$ cat config.mk
export PLATFORM = sky130hd
export DESIGN_NAME = atc_xfer_core
export DESIGN_NICKNAME = d
export VERILOG_FILES = /design/src/rtl/atc_pkg.sv /design/src/rtl/atc_op_decode.sv /design/src/rtl/atc_ctrl_bank.sv /design/src/rtl/atc_xfer_core.sv
export SDC_FILE = /design/constraint.sdc
export NUM_CORES = 1
export LEC_CHECK = 0
export BUFFER_PORTS_ARGS = -buffer_cell sky130_fd_sc_hd__buf_2
export CORE_MARGIN = 5
export CORE_UTILIZATION = 50
export DETAILED_ROUTE_END_ITERATION = 7
export GPL_TIMING_DRIVEN = 1
export PLACE_DENSITY_LB_ADDON = 0.08
export SLEW_MARGIN = 10
export SYNTH_ARGS = -nofsm -noshare
export SYNTH_HDL_FRONTEND = slang
export SYNTH_HIERARCHICAL = 1
export SYNTH_SLANG_ARGS = --single-unit
$ cat constraint.sdc
create_clock -name pclk -period 4.8 [get_ports pclk]
set_clock_uncertainty 0.2 [all_clocks]
set_input_delay 0.72 -clock pclk [delete_from_list [all_inputs] [get_ports pclk]]
set_output_delay 0.72 -clock pclk [all_outputs]
set_load 0.02 [all_outputs]
$ cat src/rtl/atc_pkg.sv
// Summary of operation
// - opcode 0x228 copies accumulator to port output cfg 0, one cycle
// - opcode 0x229 copies accumulator to port output cfg 1, one cycle
// - opcode 0x22a copies accumulator to port output cfg 2, one cycle
// - opcode 0x22b copies accumulator to port output cfg 3, one cycle
// - opcode 0x217 copies accumulator to interrupt control 1, one cycle
// - opcode 0x202 copies accumulator to serial control 1, one cycle
package atc_pkg;

  // ***************************************************************
  // widths and opcodes
  // ***************************************************************
  localparam int unsigned OP_W    = 10;
  localparam int unsigned DAT_W   = 4;
  localparam int unsigned ADDR_W  = 8;
  localparam int unsigned NUM_CFG = 6;
  localparam int unsigned CNT_W   = 8;

  localparam logic [OP_W-1:0] OP_LOAD_PCFG0 = 10'h228;
  localparam logic [OP_W-1:0] OP_LOAD_PCFG1 = 10'h229;
  localparam logic [OP_W-1:0] OP_LOAD_PCFG2 = 10'h22a;
  localparam logic [OP_W-1:0] OP_LOAD_PCFG3 = 10'h22b;
  localparam logic [OP_W-1:0] OP_LOAD_IRQ1  = 10'h217;
  localparam logic [OP_W-1:0] OP_LOAD_SER1  = 10'h202;

  // ***************************************************************
  // register map, fields and reset values
  // ***************************************************************
  localparam logic [ADDR_W-1:0] REG_CTRL     = 8'h00;
  localparam logic [ADDR_W-1:0] REG_STAT     = 8'h04;
  localparam logic [ADDR_W-1:0] REG_INJECT   = 8'h08;
  localparam logic [ADDR_W-1:0] REG_CFG_BASE = 8'h10;
  localparam logic [ADDR_W-1:0] REG_CFG_LAST = 8'h24;

  localparam int unsigned CTRL_EN_BIT   = 0;
  localparam int unsigned STAT_PEND_BIT = 0;
  localparam int unsigned STAT_DEST_LSB = 4;
  localparam int unsigned STAT_CNT_LSB  = 8;
  localparam int unsigned INJ_ACC_LSB   = 16;

  localparam logic              CTRL_EN_RST = 1'b1;
  localparam logic [DAT_W-1:0]  CFG_RST     = 4'h0;
  localparam logic [CNT_W-1:0]  CNT_RST     = 8'h00;
  localparam logic [OP_W-1:0]   INJ_OP_RST  = 10'h000;

  // ***************************************************************
  // types
  // ***************************************************************
  typedef enum logic [2:0] {
    DEST_NONE,
    DEST_PCFG0,
    DEST_PCFG1,
    DEST_PCFG2,
    DEST_PCFG3,
    DEST_IRQ1,
    DEST_SER1
  } atc_dest_t;

  typedef struct packed {
    logic              valid;
    logic [OP_W-1:0]   opcode;
    logic [DAT_W-1:0]  acc;
  } atc_instr_t;

  typedef struct packed {
    logic [DAT_W-1:0] port_output_cfg0;
    logic [DAT_W-1:0] port_output_cfg1;
    logic [DAT_W-1:0] port_output_cfg2;
    logic [DAT_W-1:0] port_output_cfg3;
    logic [DAT_W-1:0] irq_ctrl1;
    logic [DAT_W-1:0] serial_ctrl1;
  } atc_cfg_t;

  // opcode to destination; anything else is not ours
  function automatic atc_dest_t atc_decode(input logic [OP_W-1:0] op);
    case (op)
      OP_LOAD_PCFG0: atc_decode = DEST_PCFG0;
      OP_LOAD_PCFG1: atc_decode = DEST_PCFG1;
      OP_LOAD_PCFG2: atc_decode = DEST_PCFG2;
      OP_LOAD_PCFG3: atc_decode = DEST_PCFG3;
      OP_LOAD_IRQ1:  atc_decode = DEST_IRQ1;
      OP_LOAD_SER1:  atc_decode = DEST_SER1;
      default:       atc_decode = DEST_NONE;
    endcase
  endfunction : atc_decode

endpackage : atc_pkg

$ cat src/rtl/atc_op_decode.sv
`timescale 1ns/100ps
module atc_op_decode
  import atc_pkg::*;
(
  input  atc_instr_t instr,
  input  wire logic  enable,
  output atc_dest_t  dest,
  output wire logic  hit
);

  // ***************************************************************
  // opcode match
  // ***************************************************************
  // a disabled decoder reports no destination at all
  atc_dest_t raw_dest;
  assign raw_dest = atc_decode(instr.opcode);
  assign dest     = (instr.valid && enable) ? raw_dest : DEST_NONE;
  assign hit      = (dest != DEST_NONE);

endmodule : atc_op_decode

$ cat src/rtl/atc_ctrl_bank.sv
`timescale 1ns/100ps
module atc_ctrl_bank
  import atc_pkg::*;
(
  input  wire logic             pclk,
  input  wire logic             presetn,
  input  wire logic             ce,
  input  atc_dest_t             wr_dest,
  input  wire logic [DAT_W-1:0] wr_data,
  input  wire logic [2:0]       rd_idx,
  output logic      [DAT_W-1:0] rd_data,
  output atc_cfg_t              cfg
);

  // ***************************************************************
  // storage
  // ***************************************************************
  logic [DAT_W-1:0] mem [NUM_CFG];
  wire  logic [2:0] wr_idx;
  wire  logic       wr_en;

  // destination code minus one is the slot
  assign wr_idx = 3'(wr_dest) - 3'h1;
  assign wr_en  = (wr_dest != DEST_NONE);

  // one slot written per cycle, the rest keep their value
  always_ff @(posedge pclk or negedge presetn) begin
    if (!presetn) begin
      for (int i = 0; i < NUM_CFG; i++) begin
        mem[i] <= CFG_RST;
      end
    end else if (ce && wr_en) begin
      mem[wr_idx] <= wr_data;
    end
  end

  // registered read port for the bus side
  always_ff @(posedge pclk or negedge presetn) begin
    if (!presetn) begin
      rd_data <= CFG_RST;
    end else if (ce) begin
      rd_data <= (rd_idx < 3'(NUM_CFG)) ? mem[rd_idx] : CFG_RST;
    end
  end

  // peripherals see the stored values directly
  assign cfg.port_output_cfg0 = mem[0];
  assign cfg.port_output_cfg1 = mem[1];
  assign cfg.port_output_cfg2 = mem[2];
  assign cfg.port_output_cfg3 = mem[3];
  assign cfg.irq_ctrl1        = mem[4];
  assign cfg.serial_ctrl1     = mem[5];

endmodule : atc_ctrl_bank

$ cat src/rtl/atc_xfer_core.sv
// Decided for this implementation: the register offsets and the APB slave port.
`timescale 1ns/100ps
module atc_xfer_core
  import atc_pkg::*;
(
  input  wire logic              pclk,
  input  wire logic              presetn,
  input  wire logic              ce,
  input  wire logic              psel,
  input  wire logic              penable,
  input  wire logic              pwrite,
  input  wire logic [ADDR_W-1:0] paddr,
  input  wire logic [31:0]       pwdata,
  output logic      [31:0]       prdata,
  output wire logic              pready,
  output wire logic              pslverr,
  input  atc_instr_t             instr,
  output wire logic              instr_taken,
  output atc_cfg_t               cfg,
  output logic                   xfer_done,
  output wire logic              skip_req,
  output wire logic              carry_we,
  output wire logic              acc_we
);

  // ***************************************************************
  // declarations
  // ***************************************************************
  logic              decode_en;
  logic              inj_pend;
  logic [OP_W-1:0]   inj_op;
  logic [DAT_W-1:0]  inj_acc;
  logic [CNT_W-1:0]  exec_cnt;
  atc_dest_t         last_dest;
  logic [31:0]       prdata_q;
  logic              cfg_rd_q;

  atc_instr_t        exec;
  atc_dest_t         dest;
  wire logic         hit;
  wire logic         inj_go;
  wire logic [DAT_W-1:0] bank_rd;

  wire logic         apb_setup;
  wire logic         apb_access;
  wire logic         apb_wr;
  wire logic         addr_aligned;
  wire logic         addr_ctrl;
  wire logic         addr_stat;
  wire logic         addr_inj;
  wire logic         addr_cfg;
  wire logic         addr_ok;
  wire logic [2:0]   cfg_idx;
  wire logic [ADDR_W-1:0] cfg_off;
  logic [31:0]       stat_word;
  logic [31:0]       rd_word;

  // ***************************************************************
  // instruction select
  // ***************************************************************
  // the fetched instruction always wins; an injected one waits for
  // a free cycle so the core never stalls on bus traffic
  assign inj_go    = inj_pend && !instr.valid;
  assign exec.valid  = instr.valid || inj_pend;
  assign exec.opcode = instr.valid ? instr.opcode : inj_op;
  assign exec.acc    = instr.valid ? instr.acc : inj_acc;
  assign instr_taken = instr.valid && hit;

  atc_op_decode u_dec (
    .instr  (exec),
    .enable (decode_en),
    .dest   (dest),
    .hit    (hit)
  );

  // ***************************************************************
  // destination registers
  // ***************************************************************
  // one write per instruction cycle, new value seen the next cycle
  atc_ctrl_bank u_bank (
    .pclk    (pclk),
    .presetn (presetn),
    .ce      (ce),
    .wr_dest (dest),
    .wr_data (exec.acc),
    .rd_idx  (cfg_idx),
    .rd_data (bank_rd),
    .cfg     (cfg)
  );

  // these transfers never touch carry, skip or the accumulator
  assign skip_req = 1'b0;
  assign carry_we = 1'b0;
  assign acc_we   = 1'b0;

  // ***************************************************************
  // execution bookkeeping
  // ***************************************************************
  // completion pulse and counters follow each executed transfer
  always_ff @(posedge pclk or negedge presetn) begin
    if (!presetn) begin
      xfer_done <= 1'b0;
      exec_cnt  <= CNT_RST;
      last_dest <= DEST_NONE;
    end else if (ce) begin
      xfer_done <= hit;
      if (hit) begin
        exec_cnt  <= exec_cnt + 8'h01;
        last_dest <= dest;
      end
    end
  end

  // ***************************************************************
  // apb decode
  // ***************************************************************
  assign apb_setup    = psel && !penable;
  assign apb_access   = psel && penable;
  assign apb_wr       = apb_access && pwrite && addr_ok;
  assign addr_aligned = (paddr[1:0] == 2'b00);
  assign addr_ctrl    = (paddr == REG_CTRL);
  assign addr_stat    = (paddr == REG_STAT);
  assign addr_inj     = (paddr == REG_INJECT);
  assign addr_cfg     = addr_aligned && (paddr >= REG_CFG_BASE)
                        && (paddr <= REG_CFG_LAST);
  assign addr_ok      = addr_ctrl || addr_stat || addr_inj || addr_cfg;
  assign cfg_off      = paddr - REG_CFG_BASE;
  assign cfg_idx      = cfg_off[4:2];

  // zero wait states; read data is staged during the setup cycle
  assign pready  = apb_access;
  assign pslverr = apb_access && !addr_ok;
  assign prdata  = cfg_rd_q ? {28'h0000000, bank_rd} : prdata_q;

  // status word: pending injection, last destination, count
  always_comb begin
    stat_word = 32'h00000000;
    stat_word[STAT_PEND_BIT] = inj_pend;
    stat_word[STAT_DEST_LSB +: 3] = 3'(last_dest);
    stat_word[STAT_CNT_LSB +: CNT_W] = exec_cnt;
  end

  // read mux for the non bank registers
  always_comb begin
    rd_word = 32'h00000000;
    if (addr_ctrl) begin
      rd_word[CTRL_EN_BIT] = decode_en;
    end else if (addr_stat) begin
      rd_word = stat_word;
    end else if (addr_inj) begin
      rd_word[OP_W-1:0] = inj_op;
      rd_word[INJ_ACC_LSB +: DAT_W] = inj_acc;
    end
  end

  // ***************************************************************
  // apb registers
  // ***************************************************************
  // read data is captured at the setup edge and held through access
  always_ff @(posedge pclk or negedge presetn) begin
    if (!presetn) begin
      prdata_q <= 32'h00000000;
      cfg_rd_q <= 1'b0;
    end else if (ce && apb_setup) begin
      prdata_q <= rd_word;
      cfg_rd_q <= addr_cfg && !pwrite;
    end
  end

  // decode enable gates both the core and the injection path
  always_ff @(posedge pclk or negedge presetn) begin
    if (!presetn) begin
      decode_en <= CTRL_EN_RST;
    end else if (ce && apb_wr && addr_ctrl) begin
      decode_en <= pwdata[CTRL_EN_BIT];
    end
  end

  // injection: a new write in the same cycle as execution stays pending
  always_ff @(posedge pclk or negedge presetn) begin
    if (!presetn) begin
      inj_pend <= 1'b0;
      inj_op   <= INJ_OP_RST;
      inj_acc  <= CFG_RST;
    end else if (ce) begin
      if (apb_wr && addr_inj) begin
        inj_pend <= 1'b1;
        inj_op   <= pwdata[OP_W-1:0];
        inj_acc  <= pwdata[INJ_ACC_LSB +: DAT_W];
      end else if (inj_go) begin
        inj_pend <= 1'b0;
      end
    end
  end
endmodule : atc_xfer_core

Yosys cells after proc, flatten, opt, wreduce, memory -nomap -nowiden. Index checks and enable logic that the tools add are counted.

Bitwise gates (word level): 2. Eq/ne operators: 8. Magnitude comparators: 6. Reductions and logical operators: 32. Mux-type cells: 21. $add $sub $neg: 3.

Operator list (count): $eq A10 B10 Y1 const B (6); $mux W32 (1); $mux W10 (3); $mux W4 (7); $bwmux W24 (1); $mux W19 (1); $pmux W3 S6 (1); $logic_and A1 B1 Y1 (17); $bmux W4 S3 (1); $demux W4 S3 (1); $add A8 B1 Y8 const B (1); $eq A8 B3 Y1 const B (1); $eq A8 B4 Y1 const B (1); $ge A4 B4 Y1 const B (2); $ge A8 B5 Y1 const B (1); $le A8 B6 Y1 const B (1); $logic_not A8 Y1 (1); $not A3 Y4 (2); $mux W6 (1); $reduce_and A2 Y1 (3); $sub A5 B5 Y5 const B (1); $logic_not A1 Y1 (4); $logic_or A1 B1 Y1 (4); $lt A4 B1 Y1 const B (1); other kinds (7) (9).

Register bits: 89. Input bits: 61. Word-level logic and storage cells: 88.

Logic depth before layout (Yosys ltp).
Depth after elaboration: 11. Mapped depth: 12. Mapped depth without buffers: 10.

By module. Netlist, hierarchy kept.

Modules (own cells, without submodules): atc_xfer_core (cells an instance 205, area each 2542.4 um^2, instances 1); atc_ctrl_bank (cells an instance 90, area each 1306.3 um^2, instances 1); atc_op_decode (cells an instance 20, area each 145.1 um^2, instances 1).

Worst setup path after synthesis. No wires, ideal clock.

Path type: input -> register. From: input port instr[14] in the netlist's numbering. To: register u_bank.mem (netlist bit u_bank/cfg[10]). Cell stages on the path: 12. Data required time: 4475 ps. Library setup time: 125 ps. Slack: 606 ps. Arrival time: 3869 ps. Buffers on the path: 2. Path through: clkbuf_1 clkbuf_1 mux2_2 nor4_4 nand3_1 a21oi_1 inv_1 ha_1 ha_1 nand3b_4 nor3_1 mux2_2.

RTL lines: start, declared (RTL line atc_xfer_core.sv:17) `input atc_instr_t instr,`; end signal, assigned by index (RTL line atc_ctrl_bank.sv:33) `mem[wr_idx] <= wr_data;`; end, declared (RTL line atc_ctrl_bank.sv:18) `logic [DAT_W-1:0] mem [NUM_CFG];`.

==> results.toml <==
[power_and_ir_drop]
report.power.total_mw = 1.20
vdd_ir_drop_max_mv = 0.157
pwr_density_cell_nw_per_um2 = 258
p_leak_nw = 2.42

[setup_path]
worstPathCellList = "buf_2, mux2_2, nor4_4, nand3_1, a21oi_1, inv_1, ha_1, ha_1, nor3b_1, and2b_1, mux2_2"
critPathKind = "in2reg"
critPathArrivalTime_ns = 3.82
setup.worst_path.end_class = "register"
maximum_fanout_along_the_worst_path = 17
critical_path_required_ns = 4.84
crit_path_start_kind = "input port"
worst_path_largest_cell_delay_ns = 0.42
cpMaxStageDelayCell = "sky130_fd_sc_hd__mux2_2"

[detailed_routing]
finalWirelength_um = 8930
firstDrtPassIters = 4
post_drt_via_cell_ratio = 5.38
wl_per_cell_um = 17.4
num_vias = 2765
postRouteAntennaNets = 0
drc_marker_count_from_the_first_detailed_route_iteration = 70
detail_route.drc_violations = 0

[timing]
fin_max_slew_vios = 0
max-slew-margin-rel = 0.355
grt_setup_unrepaired = "no"
final.min_clock_period_ns = 3.78
final_setup_fails = 0
max_freq_ghz = 0.265
report.final.hold_viol_count = 0
worstMarginPinSlew_ns = 0.968
setup_tns_ns = 0
postLayoutSetupSlackWorst_ns = 1.02
finalHoldWorstSlack_ns = 0.285
final_worst_path_period_share = 0.787

[global_routing]
grt.total_usage = 0.188
grt_max_degree = 78
grt_pass1_wl_um = 14700
grt_overflow_total = 0
grt_antenna_before_repair = 0
grt_pass1_vias = 2886

[placed_design]
gpl.final_weighted_congestion = 0.774
dp.final_hpwl_um = 6530
dp_worst_setup_slack_ns = 0.715
io_port_bufs = 90

[yosys]
synth_seq_area_share = 0.483
synthCells = 315
ys_ff_latch = 77
ys_warn_count = 6
asyncSetResetFlopFracSynth = 1.00
netlist-cell-type-count = 50
synth-edff-count = 0
ys_top_cells_by_area = "sky130_fd_sc_hd__dfrtp_1 48%, sky130_fd_sc_hd__mux2_2 16%, sky130_fd_sc_hd__mux2_4 3.4%"
syn-mean-instance-area_um2 = 12.7
ys_dominant_reg_cell = "sky130_fd_sc_hd__dfrtp_1"
post-synth-top-area-cell = "sky130_fd_sc_hd__dfrtp_1"
synthesis.area_um2 = 3990
synth.top_cell.area_share = 0.476

[finish]
design.final.nets = 471
layout-drive-gt1-share = 0.473
area_growth_syn_to_layout_pct = 16.9
final_common_cell = "sky130_fd_sc_hd__buf_2"
antenna_cells = 0
layout.cells.most_common_list = "89 x sky130_fd_sc_hd__buf_2, 76 x sky130_fd_sc_hd__dfrtp_1, 56 x sky130_fd_sc_hd__mux2_2, 18 x sky130_fd_sc_hd__nor2b_1, 15 x sky130_fd_sc_hd__conb_1"

[clock_tree]
cts_tree = "built"
cts_inserted_buffers = 9
cts-root-buf = "sky130_fd_sc_hd__clkbuf_8"
cts-htree-levels = 3
clock_buffer_depth = 2
numClockSinks = 77
clkTransAtPathRegs_ns = 0.08
holdBufCountCts = 0
cts-resized-gates = 0
post-cts-setup-buffers = 0
clock_latency_ns = 0.35

[die]
floorplan.initialDensity = 0.514
core_region_area_um2 = 7770
die_width_um = 99.4
top_level_ports = 124
rows = 32
floorplan.die.height_um = 99.4
die_area_um2 = 9880

[run_status]
outcome = "finished clean"

[min_path]
min-delay-path-class = "reg2reg"

[job]
cap_violations = 0
==> path summary, 6_finish.rpt <==
path,slack (ns),depth (start not counted),from,end
setup / recovery,1.02,11,instr[14],u_bank/cfg[5]
hold / removal,0.29,1,exec_cnt[7],exec_cnt[7]
setup reg to reg,1.45,10,inj_op[4],u_bank/cfg[5]
hold reg to reg,0.29,1,exec_cnt[7],exec_cnt[7]
max in group asynchronous,3.45,1,presetn,prdata_q[3]
min in group asynchronous,0.32,1,presetn,prdata_q[12]
==> kinds of logic after synthesis <==
family          share of synthesized area
compound gates                     0.0777
simple gates                        0.140
fa+ha+maj                         0.00940
xor+xnor                           0.0175
flops                               0.483
other cells                      0.000939
buf+inv                            0.0523
mux                                 0.219
==> synth_stat cells (7+ instances only) <==
master and number:
sky130_fd_sc_hd__dfrtp_1 76, sky130_fd_sc_hd__mux2_2 56, sky130_fd_sc_hd__nor2b_1 18, sky130_fd_sc_hd__buf_4 16, sky130_fd_sc_hd__a22o_1 14, sky130_fd_sc_hd__mux2_4 9, sky130_fd_sc_hd__and2_1 8, sky130_fd_sc_hd__clkbuf_1 8
sky130_fd_sc_hd__nand2_1 8, sky130_fd_sc_hd__xnor2_1 8, sky130_fd_sc_hd__a21oi_1 7, sky130_fd_sc_hd__inv_1 7, sky130_fd_sc_hd__nor2_1 7
==> cell type report <==
cell class	instances	area, µm²
clock buffer	11	151
inverter	7	26.3
clock inverter	5	35.0
timing repair buffer	95	490
tap	102	128
multi-input combinational	217	1910
fill	699	3100
sequential	77	1930
==> stage by stage <==
| step | std cells | utilization | cell area, µm² |
|---|---|---|---|
| after global placement | 498 | 0.577 | 4480 |
| after CTS | 514 | 0.601 | 4670 |
| after global routing | 514 | 0.601 | 4670 |
| after detailed placement | 498 | 0.577 | 4480 |
| final | 514 | 0.601 | 4670 |
| after floorplan | 329 | - | 4050 |
==> power by group <==
group / internal (mW) / leakage, nW / switching, mW
combinational: 0.0333 / 1.27 / 0.0606
sequential: 0.652 / 1.07 / 0.00299
clock: 0.215 / 0.0836 / 0.239
==> metal layers <==
metal	vias up	global-route usage	part of all wire
met5	-	0	0
met2	63	0.329	0.53
met4	0	0.0567	0.0060
met1	1395	0.224	0.41
met3	4	0.0540	0.055
li1	1303	-	-
==> critical path: cells and delay by family <==
| family | cells | cell delay [ns] |
|---|---|---|
| adder cells (fa/ha/maj) | 2 | 0.56 |
| AND/OR/NAND/NOR | 4 | 1.05 |
| AO/OA/AOI/OAI | 1 | 0.24 |
| multiplexers | 2 | 0.78 |
| buffers and inverters | 2 | 0.47 |
==> registers in the layout, indices dropped and copies added, names as in the netlist, 3 cells and up <==
signal,cells
exec_cnt,8
inj_acc,4
inj_op,10
last_dest,3
prdata_q,20
u_bank/cfg,24
u_bank/rd_data,4
Power figures use the tool's default switching activity.
